## config.mk

```make
export PLATFORM = sky130hd
export DESIGN_NAME = fcl_top
export DESIGN_NICKNAME = d
export VERILOG_FILES = /design/src/fcl_top.v
export VERILOG_INCLUDE_DIRS = /design/src
export SDC_FILE = /design/constraint.sdc
export NUM_CORES = 1
export LEC_CHECK = 0
export BUFFER_PORTS_ARGS = -buffer_cell sky130_fd_sc_hd__buf_4
export CORE_ASPECT_RATIO = 0.75
export CORE_MARGIN = 10
export CORE_UTILIZATION = 35
export CTS_CLUSTER_SIZE = 20
export DETAILED_ROUTE_END_ITERATION = 7
export HOLD_SLACK_MARGIN = 0.08
export PLACE_DENSITY = 0.59
export SLEW_MARGIN = 20
export SYNTH_ARGS = -nofsm -noshare
export SYNTH_HDL_FRONTEND = slang
export SYNTH_SLANG_ARGS = --single-unit
export TNS_END_PERCENT = 5
```

## constraint.sdc

```tcl
create_clock -name core_clk_i -period 5.4 [get_ports core_clk_i]
set_clock_uncertainty 0.15 [all_clocks]
set_input_delay 1.62 -clock core_clk_i [delete_from_list [all_inputs] [get_ports core_clk_i]]
set_output_delay 1.62 -clock core_clk_i [all_outputs]
set_load 0.01 [all_outputs]
```

## src/fcl_regs.vh

```
`ifndef FCL_REGS_VH
`define FCL_REGS_VH
// register word addresses (port address, 5 bits)
`define FCL_ADDR_CLKDIV     5'h00
`define FCL_ADDR_OBJ_IDX    5'h01
`define FCL_ADDR_ECC_IDX    5'h02
`define FCL_ADDR_STATUS     5'h03
`define FCL_ADDR_OBJ_DATA   5'h04
`define FCL_ADDR_ECC_DATA   5'h05
`define FCL_ADDR_OPTION     5'h06
`define FCL_ADDR_ECC_FLAGS  5'h07
`define FCL_ADDR_RSV0       5'h08
`define FCL_ADDR_RSV1       5'h09
`define FCL_ADDR_RSV2       5'h0a
`define FCL_ADDR_RSV3       5'h0b
`define FCL_ADDR_RSV4       5'h0c
// clock divider register fields
`define FCL_DIV_LOADED_BIT  7
`define FCL_DIV_RESET       7'h00
// status register fields
`define FCL_STAT_COMMAND_COMPLETE_FLAG_BIT   7
`define FCL_STAT_ACCESS_ERROR_FLAG_BIT 5
`define FCL_STAT_PVIOL_BIT  4
// ecc flags register fields
`define FCL_ECC_SINGLE_BIT  0
`define FCL_ECC_DOUBLE_BIT  1
// option byte location in program flash
`define FCL_OPT_ADDR        23'h7f_ff0e
`define FCL_OPT_ERASED      8'hff
// timing
`define FCL_TIMEBASE_HZ     1000000
`define FCL_CLK_HZ          100000000
`endif

```

## src/fcl_top.v

```verilog
`timescale 1ns/1ps
// Behaviour
// - five reserved test registers read zero
// - captured fault held until its flag clears
// - double-bit fault wins over single-bit
// - index 000: check bits, zero, upper address
// - index 001: lower 16 address bits
// - indices 010-101 data words, data-flash 010
// - ecc indices 110,111 read zero
// - check byte 8 bits, or 6 with 00
// - load option byte from flash at reset
// - double fault on option read sets all ones
// - option register read-only
// - divider write while idle sets divider-loaded flag
// - no divider: program/erase command refused, access error
// - busy: ignore command object writes
// - writing one to complete flag launches
// - flag zero until done; results returned
// - object index selects command object word
// - word 000 high byte is command code
// - object indices 110,111 ignored, read zero
`include "fcl_regs.vh"
module fcl_top #(
  parameter       ADDR_W = 5,     // register address width
  parameter [7:0] PGM_CMD_LO = 8'h06, // first program/erase code
  parameter [7:0] PGM_CMD_HI = 8'h12  // last program/erase code
) (
  input  wire        core_clk_i,     // bus clock
  input  wire        reset_n_i,      // sync reset, active low
  input  wire [4:0]  reg_addr_i,     // register address
  input  wire [15:0] reg_wdata_i,    // write data
  input  wire        reg_wr_i,       // write strobe
  input  wire        reg_rd_i,       // read strobe
  output reg  [15:0] reg_rdata_o,    // read data, one cycle later
  // option byte fetch from the flash array after reset
  output reg         opt_rd_o,       // request option phrase read
  output reg  [22:0] opt_addr_o,     // global address of option byte
  input  wire        opt_valid_i,    // phrase read finished
  input  wire [7:0]  opt_data_i,     // option byte
  input  wire        opt_dbl_i,      // double fault on that read
  // ecc fault reports from the read path (same clock)
  input  wire        ecc_single_i,   // single-bit fault pulse
  input  wire        ecc_double_i,   // double-bit fault pulse
  input  wire        ecc_dflash_i,   // fault is in data flash
  input  wire [7:0]  ecc_check_i,    // check bits as read
  input  wire [22:0] ecc_addr_i,     // faulting global address
  input  wire [63:0] ecc_data_i,     // uncorrected phrase
  // command engine
  output reg         cmd_start_o,    // one-cycle launch pulse
  output reg  [95:0] cmd_params_o,   // six words, word 0 first
  input  wire        cmd_done_i,     // engine finished pulse
  input  wire        cmd_pviol_i,    // engine protection violation
  input  wire        cmd_res_we_i,   // write a result word
  input  wire [2:0]  cmd_res_idx_i,  // result word index
  input  wire [15:0] cmd_res_data_i, // result word
  output reg         timebase_tick_o // 1 MHz program time base
);

  // fsm for the option load after reset
  localparam [1:0] OPT_REQ  = 2'd0;  // issue read
  localparam [1:0] OPT_WAIT = 2'd1;  // wait for flash
  localparam [1:0] OPT_DONE = 2'd2;  // normal operation

  reg  [1:0]  opt_state_r;           // option load state
  reg  [7:0]  option_r;              // option byte
  reg  [6:0]  div_value_r;           // clock divide value
  reg         div_loaded_r;          // divider-loaded flag
  reg  [6:0]  tb_cnt_r;              // time base counter
  reg  [2:0]  obj_idx_r;             // command object index
  reg  [2:0]  ecc_idx_r;             // ecc result index
  reg         command_complete_flag_r;                // command complete flag
  reg         access_error_flag_r;              // access error flag
  reg         pviol_r;               // protection violation flag
  reg  [15:0] obj_mem_r [0:5];       // command object array
  reg         ecc_sgl_r;             // single fault flag
  reg         ecc_dbl_r;             // double fault flag
  reg         ecc_df_r;              // captured fault in data flash
  reg  [7:0]  ecc_chk_r;             // captured check bits
  reg  [22:0] ecc_addr_r;            // captured address
  reg  [63:0] ecc_data_r;            // captured phrase
  reg  [15:0] rd_nxt;                // read mux
  wire        wr_clkdiv;             // decoded writes
  wire        wr_status;
  wire        wr_obj;
  wire        wr_eflags;
  wire        wr_obj_idx;            // object index write hit
  wire        wr_ecc_idx;            // ecc index write hit
  wire        launch;
  wire        is_pgm;
  wire        ecc_any;
  wire [7:0]  cmd_code;
  integer     i;

  // one decoded write hit; shared by every register software can write,
  // so that all of them agree on strobe and address qualification
  function wr_hit;
    input              wr;
    input [ADDR_W-1:0] a;
    input [ADDR_W-1:0] target;
    begin
      wr_hit = wr && (a == target);
    end
  endfunction

  // word select into the 64-bit phrase, word 0 is the top word
  function [15:0] phrase_word;
    input [63:0] ph;
    input [1:0]  w;
    begin
      phrase_word = ph[63 - w*16 -: 16];
    end
  endfunction

  // write decode; reads need no decode here, the read mux does it
  // the bus never waits, so every hit not refused while busy is acted on in its own cycle
  assign wr_clkdiv  = wr_hit(reg_wr_i, reg_addr_i, `FCL_ADDR_CLKDIV);
  assign wr_status  = wr_hit(reg_wr_i, reg_addr_i, `FCL_ADDR_STATUS);
  assign wr_obj     = wr_hit(reg_wr_i, reg_addr_i, `FCL_ADDR_OBJ_DATA);
  assign wr_eflags  = wr_hit(reg_wr_i, reg_addr_i, `FCL_ADDR_ECC_FLAGS);
  assign wr_obj_idx = wr_hit(reg_wr_i, reg_addr_i, `FCL_ADDR_OBJ_IDX);
  assign wr_ecc_idx = wr_hit(reg_wr_i, reg_addr_i, `FCL_ADDR_ECC_IDX);
  // the option, reserved and unmapped addresses get no write hit at
  // all: their contents cannot be disturbed by any software write
  assign cmd_code  = obj_mem_r[0][15:8];
  // program and erase codes need a loaded divider
  assign is_pgm    = (cmd_code >= PGM_CMD_LO) && (cmd_code <= PGM_CMD_HI);
  // launch only when idle and errors clear
  assign launch    = wr_status && reg_wdata_i[`FCL_STAT_COMMAND_COMPLETE_FLAG_BIT] &&
                     command_complete_flag_r && !access_error_flag_r && !pviol_r &&
                     opt_state_r == OPT_DONE;
  assign ecc_any   = ecc_single_i || ecc_double_i;

  // option byte fetch: reads the configuration byte once after reset
  // the request is a level held until the flash answers; the flash
  // read path owns the timing, so no timeout is kept here
  // launches wait for this fetch, so a command never runs with a
  // stale or half-loaded option byte
  // limitation: a flash that never answers leaves the block unable to
  // launch; that is preferred over running with unknown options
  always @(posedge core_clk_i) begin
    if (!reset_n_i) begin
      opt_state_r <= OPT_REQ;
      option_r    <= 8'h00;
      opt_rd_o    <= 1'b0;
      opt_addr_o  <= 23'h00_0000;
    end else begin
      case (opt_state_r)
        OPT_REQ: begin
          opt_rd_o    <= 1'b1;
          opt_addr_o  <= `FCL_OPT_ADDR;
          opt_state_r <= OPT_WAIT;
        end
        OPT_WAIT: begin
          if (opt_valid_i) begin
            opt_rd_o    <= 1'b0;
            // a bad phrase leaves the byte erased-looking
            option_r    <= opt_dbl_i ? `FCL_OPT_ERASED
                                     : opt_data_i;
            opt_state_r <= OPT_DONE;
          end
        end
        OPT_DONE: opt_rd_o <= 1'b0;
        default:  opt_state_r <= OPT_REQ;
      endcase
    end
  end

  // clock divider and time base; any write while idle marks it loaded
  // the tick is a one-cycle enable, not a second clock, so the whole
  // block stays in the bus clock domain
  // writes are held off while a command runs so that the program time
  // base cannot change under an active operation
  // the divide value is software's choice; nothing here checks that it
  // really gives the 1 MHz base
  always @(posedge core_clk_i) begin
    if (!reset_n_i) begin
      div_value_r     <= `FCL_DIV_RESET;
      div_loaded_r    <= 1'b0;
      tb_cnt_r        <= 7'h00;
      timebase_tick_o <= 1'b0;
    end else begin
      if (wr_clkdiv && command_complete_flag_r) begin
        div_value_r  <= reg_wdata_i[6:0];
        div_loaded_r <= 1'b1;
      end
      // tick every div_value+1 clocks, only once loaded
      if (!div_loaded_r || tb_cnt_r >= div_value_r) begin
        tb_cnt_r        <= 7'h00;
        timebase_tick_o <= div_loaded_r;
      end else begin
        tb_cnt_r        <= tb_cnt_r + 7'h01;
        timebase_tick_o <= 1'b0;
      end
    end
  end

  // index registers; object index locked while a command is active
  // the object index is frozen while busy so the engine's result
  // writes and the reader agree on which word is visible
  // the ecc index is free at all times: capture is independent of
  // the command engine
  always @(posedge core_clk_i) begin
    if (!reset_n_i) begin
      obj_idx_r <= 3'h0;
      ecc_idx_r <= 3'h0;
    end else begin
      if (wr_obj_idx && command_complete_flag_r)
        obj_idx_r <= reg_wdata_i[2:0];
      if (wr_ecc_idx)
        ecc_idx_r <= reg_wdata_i[2:0];
    end
  end

  // command object array: software writes when idle, engine returns
  // the two writers never overlap: software only while the complete
  // flag is one, the engine only while it is zero
  // indices 6 and 7 have no storage behind them, so their writes fall
  // away here and their reads are forced to zero in the read mux
  always @(posedge core_clk_i) begin
    if (!reset_n_i) begin
      for (i = 0; i < 6; i = i + 1)
        obj_mem_r[i] <= 16'h0000;
    end else begin
      if (wr_obj && command_complete_flag_r && obj_idx_r < 3'd6)
        obj_mem_r[obj_idx_r] <= reg_wdata_i;
      if (cmd_res_we_i && !command_complete_flag_r && cmd_res_idx_i < 3'd6)
        obj_mem_r[cmd_res_idx_i] <= cmd_res_data_i;
    end
  end

  // status flags and command launch
  // the parameters are copied at launch, so later software writes
  // (which are refused anyway) could never reach a running command
  // a refused launch leaves the complete flag at one: software sees
  // the access error instead of a hung command
  // error clears in the launch cycle are ignored so that a refused
  // launch always leaves its error visible
  always @(posedge core_clk_i) begin
    if (!reset_n_i) begin
      command_complete_flag_r       <= 1'b1;
      access_error_flag_r     <= 1'b0;
      pviol_r      <= 1'b0;
      cmd_start_o  <= 1'b0;
      cmd_params_o <= 96'h0;
    end else begin
      cmd_start_o <= 1'b0;
      if (launch) begin
        if (is_pgm && !div_loaded_r) begin
          access_error_flag_r <= 1'b1;
        end else begin
          command_complete_flag_r       <= 1'b0;
          cmd_start_o  <= 1'b1;
          cmd_params_o <= {obj_mem_r[0], obj_mem_r[1], obj_mem_r[2],
                           obj_mem_r[3], obj_mem_r[4], obj_mem_r[5]};
        end
      end else begin
        // write-one clears; a same-cycle set wins
        if (wr_status && reg_wdata_i[`FCL_STAT_ACCESS_ERROR_FLAG_BIT])
          access_error_flag_r <= 1'b0;
        if (wr_status && reg_wdata_i[`FCL_STAT_PVIOL_BIT])
          pviol_r <= 1'b0;
      end
      if (!command_complete_flag_r && cmd_done_i) begin
        command_complete_flag_r <= 1'b1;
        if (cmd_pviol_i)
          pviol_r <= 1'b1;
      end
    end
  end

  // ecc capture: first fault latched until its flag is cleared
  // the gate looks at the flags as they stood before this edge, so a
  // fault arriving with the clearing write is not recorded; trade-off
  // for a capture that can never mix two faults in one record
  // both report pulses come from the read path on this same clock, so
  // no synchroniser is needed
  always @(posedge core_clk_i) begin
    if (!reset_n_i) begin
      ecc_sgl_r  <= 1'b0;
      ecc_dbl_r  <= 1'b0;
      ecc_df_r   <= 1'b0;
      ecc_chk_r  <= 8'h00;
      ecc_addr_r <= 23'h00_0000;
      ecc_data_r <= 64'h0;
    end else begin
      if (wr_eflags && reg_wdata_i[`FCL_ECC_SINGLE_BIT])
        ecc_sgl_r <= 1'b0;
      if (wr_eflags && reg_wdata_i[`FCL_ECC_DOUBLE_BIT])
        ecc_dbl_r <= 1'b0;
      // new fault only while no flag stands; set beats clear
      if (ecc_any && !ecc_sgl_r && !ecc_dbl_r) begin
        if (ecc_double_i)
          ecc_dbl_r <= 1'b1;
        else
          ecc_sgl_r <= 1'b1;
        ecc_df_r   <= ecc_dflash_i;
        // data flash carries only six check bits
        ecc_chk_r  <= ecc_dflash_i ? {2'b00, ecc_check_i[5:0]}
                                   : ecc_check_i;
        ecc_addr_r <= ecc_addr_i;
        // data flash keeps its single word in word 0
        ecc_data_r <= ecc_dflash_i ? {ecc_data_i[15:0], 48'h0}
                                   : ecc_data_i;
      end
    end
  end

  // read mux; unmapped and reserved addresses read zero
  // purely combinational; the registered stage below makes the data
  // appear exactly one cycle after the strobe
  // no read has a side effect: flags clear only by explicit writes
  always @* begin
    rd_nxt = 16'h0000;
    case (reg_addr_i)
      `FCL_ADDR_CLKDIV:
        rd_nxt = {8'h00, div_loaded_r, div_value_r};
      `FCL_ADDR_OBJ_IDX: rd_nxt = {13'h0, obj_idx_r};
      `FCL_ADDR_ECC_IDX: rd_nxt = {13'h0, ecc_idx_r};
      `FCL_ADDR_STATUS:
        rd_nxt = {8'h00, command_complete_flag_r, 1'b0, access_error_flag_r, pviol_r, 4'h0};
      `FCL_ADDR_OBJ_DATA:
        if (obj_idx_r < 3'd6)
          rd_nxt = obj_mem_r[obj_idx_r];
        else
          rd_nxt = 16'h0000;
      `FCL_ADDR_ECC_DATA:
        case (ecc_idx_r)
          3'd0: rd_nxt = {ecc_chk_r, 1'b0, ecc_addr_r[22:16]};
          3'd1: rd_nxt = ecc_addr_r[15:0];
          3'd2, 3'd3, 3'd4, 3'd5:
            rd_nxt = phrase_word(ecc_data_r, ecc_idx_r[1:0] - 2'd2);
          default: rd_nxt = 16'h0000;
        endcase
      `FCL_ADDR_OPTION:  rd_nxt = {8'h00, option_r};
      `FCL_ADDR_ECC_FLAGS:
        rd_nxt = {13'h0, ecc_df_r, ecc_dbl_r, ecc_sgl_r};
      `FCL_ADDR_RSV0, `FCL_ADDR_RSV1, `FCL_ADDR_RSV2,
      `FCL_ADDR_RSV3, `FCL_ADDR_RSV4:
        rd_nxt = 16'h0000;
      default: rd_nxt = 16'h0000;
    endcase
  end

  // registered read data, valid only the cycle after the strobe
  // returning zero when idle keeps stale register contents off the
  // bus and makes a missed strobe easy to spot
  always @(posedge core_clk_i) begin
    if (!reset_n_i)
      reg_rdata_o <= 16'h0000;
    else if (reg_rd_i)
      reg_rdata_o <= rd_nxt;
    else
      reg_rdata_o <= 16'h0000;
  end

endmodule // fcl_top

```

==> flow_summary.ini <==
[run_status]
status = finished clean

[cts]
worst_skew_pair.late_latency_ps = 560
tritoncts_num_sinks = 379
number_of_resized_instances_in_the_post_cts_repair_step = 0
cts-root-buf = sky130_fd_sc_hd__clkbuf_16
tritoncts = yes
cts_buffers = 40
clock_transition_time_at_the_flip_flop_clock_pins_of_the_worst_setup_and_hold_paths_ps = 60
maximum_clock_path_buffer_count = 3
cts_hold_buf = 0
postCtsSetupBuffers = 0
depth_of_the_cts_h_tree = 2

[setup_path]
worstSetupPathType = in2reg
launch_point_of_the_worst_reg_to_reg_path = obj_mem_r[0][13]
critical_path.endpoint_type = register
critical_path_required_ps = 5440
arrival_time_reported_for_the_critical_path_endpoint_ps = 4100
cp_max_fo = 20
worstRegToRegCells = 6
ff2ff_setup_slack_ps = 2150
worst_r2r_endpoint = cmd_params_o[52]
cp-start-kind = input port

[cells_and_area]
drive_above_1_share_pct = 24.1
fin_cells = 2478
fillers = 4339
design.final.nets = 2032
area_growth_pct = 23.9
final_design_area_no_fill_um2 = 20000

[power]
design_power_total_w = 0.00648
powerDensity_nw_per_um2 = 325
max-vdd-ir-drop_mv = 0.189
static-leakage-power_nw = 7.52

[sta]
grt_setup_unrepaired = no
finalCritPeriodShare_pct = 75.1
slew_headroom_pct = 28.6
setup_viol_count_final = 0
worst_margin_slew_ps = 1070
fmaxAchievable_ghz = 0.247
period_minus_slack_ps = 4060
final.setup.worst_slack_ps = 1340
drv_slew = 0
summed_negative_setup_slack_over_all_endpoints_ps = 0
final-hold-violation-count = 0

[yosys]
dominantRegCellSynth = sky130_fd_sc_hd__dfxtp_1
synth_enable_flop_cells = 128
synthArstFlopShare_pct = 0
ys_ff_latch = 379
postSynthAreaPerCell_um2 = 10.0
synth-warning-count = 0
synth_cell_types = 57
synthesis.instances = 1610
post_synth_instance_area_um2 = 16100
synth-seq-area-share_pct = 55.1

[floorplan]
die_y_um = 206
core_area_um2 = 45100
initial_utilization_pct = 35.7
die_w_um = 268
die_area_um2 = 55100
num_rows = 67
io_pins = 293

[placed_design]
postPlaceCellArea_um2 = 18700
placement.io_buffers = 287
place_ws_ps = 850
dp.cells = 2407
dp.final_hpwl_mm = 40.8
place.gp.congestion = 0.891

[min_path]
worst_hold_path.endpoint = ecc_data_r[39]
worst_hold_path_type = reg2reg
timing.hold.worst.start = ecc_data_r[39]
hold_depth = 2

[grt]
grt_pass1_wl_mm = 79.5
grt_usage_pct = 19.0
grt_start_max_net_pins = 99
first_global_vias = 12600
grt_antenna_before_repair = 1
global_route.overflow_total = 0

[routing]
dr.first_iter.drc_count = 1261
detailedRoute.firstPassIterationCount = 5
route.vias.total = 13000
final_antenna_net_count = 0
drt-total-wl_mm = 54.2
drc_errors = 0
detailed_route_vias_per_instance = 5.23
avgRoutedWirePerCell_um = 21.9

[run]
maxCapViolations = 0
report_power, final:
part	leakage, nW	internal, W	switching, W
Combinational	3.54	0.000268	0.000360
Clock	0.620	0.00154	0.00115
Sequential	3.36	0.00306	0.0000926
worst max-delay path, cell delays in order:
cell and delay [ps]:
sky130_fd_sc_hd__buf_4 150, sky130_fd_sc_hd__or3_1 580, sky130_fd_sc_hd__nor3_1 340, sky130_fd_sc_hd__a31oi_1 120, sky130_fd_sc_hd__buf_4 230, sky130_fd_sc_hd__nand2b_1 430
sky130_fd_sc_hd__nand2_1 610
registers in the layout, indices dropped and copies added (netlist names), named ones only:
register / cells
opt_state_r: 2
cmd_params_o: 96
pviol_r: 1
ecc_dbl_r: 1
ecc_data_r: 64
reg_rdata_o: 16
option_r: 8
opt_addr_o: 1
obj_mem_r: 128
opt_rd_o: 1
cmd_start_o: 1
ecc_chk_r: 8
tb_cnt_r: 7
obj_idx_r: 3
ecc_addr_r: 23
ecc_idx_r: 3
ecc_df_r: 1
access_error_flag_r: 1
command_complete_flag_r: 1
ecc_sgl_r: 1
div_loaded_r: 1
div_value_r: 7
timebase_tick_o: 1
area by class of cell:
class	instances	area (µm²)	area share, %
Clock buffer	48	1050	5.27
Sequential cell	379	8870	44.5
Clock inverter	22	209	1.05
Tap cell	586	733	3.67
Multi-Input combinational cell	1095	6590	33.0
Timing Repair Buffer	314	2370	11.9
Inverter	33	129	0.646
Antenna cell	1	2.50	0.0125
cell usage in the layout (no fill, tap or decap), types with 10 or more instances in the layout:
cell type and instances:
sky130_fd_sc_hd__nor3_1 23, sky130_fd_sc_hd__a211oi_1 21, sky130_fd_sc_hd__ha_1 14, sky130_fd_sc_hd__nor2_1 159
sky130_fd_sc_hd__a21oi_1 207, sky130_fd_sc_hd__inv_1 32, sky130_fd_sc_hd__dfxtp_1 249, sky130_fd_sc_hd__mux2i_1 54
sky130_fd_sc_hd__a22oi_1 21, sky130_fd_sc_hd__buf_4 313, sky130_fd_sc_hd__edfxtp_1 128, sky130_fd_sc_hd__nand2_1 334
sky130_fd_sc_hd__nand3b_1 51, sky130_fd_sc_hd__nand2_2 10, sky130_fd_sc_hd__o21ai_0 25, sky130_fd_sc_hd__conb_1 37
sky130_fd_sc_hd__clkbuf_16 40, sky130_fd_sc_hd__mux4_2 50
layer usage:
metal  wire length [µm]  vias up  GRT usage [%]
met3               4820       71           4.68
met4               1130        0           5.26
met5                  0        -              0
li1                   -     6055              -
met2              24700      471           29.2
met1              23600     6353           26.2
cells by family after synthesis:
logic type / count (synthesis) / share of synthesized area (%)
buf+inv: 172 / 5.01
xor+xnor: 5 / 0.272
other cells: 1 / 0.0233
fa+ha+maj: 14 / 1.09
mux: 111 / 10.8
flops: 379 / 55.1
simple gates: 620 / 16.8
compound gates: 308 / 10.9
Yosys cell counts, types with 6 or more instances:
library cell	number	area share, %
sky130_fd_sc_hd__a22oi_1	21	0.98
sky130_fd_sc_hd__nand3b_1	51	2.4
sky130_fd_sc_hd__and3_1	6	0.23
sky130_fd_sc_hd__nand2_1	334	7.8
sky130_fd_sc_hd__dfxtp_1	251	31
sky130_fd_sc_hd__nor3_1	23	0.72
sky130_fd_sc_hd__buf_2	23	0.72
sky130_fd_sc_hd__clkbuf_1	75	1.7
sky130_fd_sc_hd__nand3_1	8	0.25
sky130_fd_sc_hd__edfxtp_1	128	24
sky130_fd_sc_hd__buf_4	28	1.3
sky130_fd_sc_hd__ha_1	14	1.1
sky130_fd_sc_hd__inv_1	32	0.75
sky130_fd_sc_hd__nor2_1	159	3.7
sky130_fd_sc_hd__o21ai_0	28	0.87
sky130_fd_sc_hd__mux2_2	7	0.49
sky130_fd_sc_hd__buf_1	10	0.23
sky130_fd_sc_hd__a21oi_1	207	6.4
sky130_fd_sc_hd__nand2_2	10	0.39
sky130_fd_sc_hd__mux2i_1	54	3.4
sky130_fd_sc_hd__mux4_2	50	7.0
sky130_fd_sc_hd__a211oi_1	21	0.98
how the worst max path moves through the flow:
stage	from	to	slack, ps	cells after the start
finish	reg_addr_i[0]	obj_mem_r[3][6]	1340	7
global route	reg_addr_i[0]	obj_mem_r[3][6]	1210	7
CTS	reg_addr_i[0]	obj_mem_r[3][6]	1440	7
detailed placement	reg_addr_i[0]	obj_mem_r[3][6]	850	7
global placement	reg_addr_i[0]	obj_mem_r[3][10]	900	7
floorplan	reg_addr_i[0]	obj_mem_r[0][0]	650	8
through the flow:
stage | util (%) | hold slack [ps]
after global routing | 44.2 | 320
after floorplan | - | 276
after CTS | 44.2 | 300
final | 44.2 | 298
after global placement | 41.4 | 288
after detailed placement | 41.4 | 292
No activity file was read; power rests on OpenSTA's default activity.
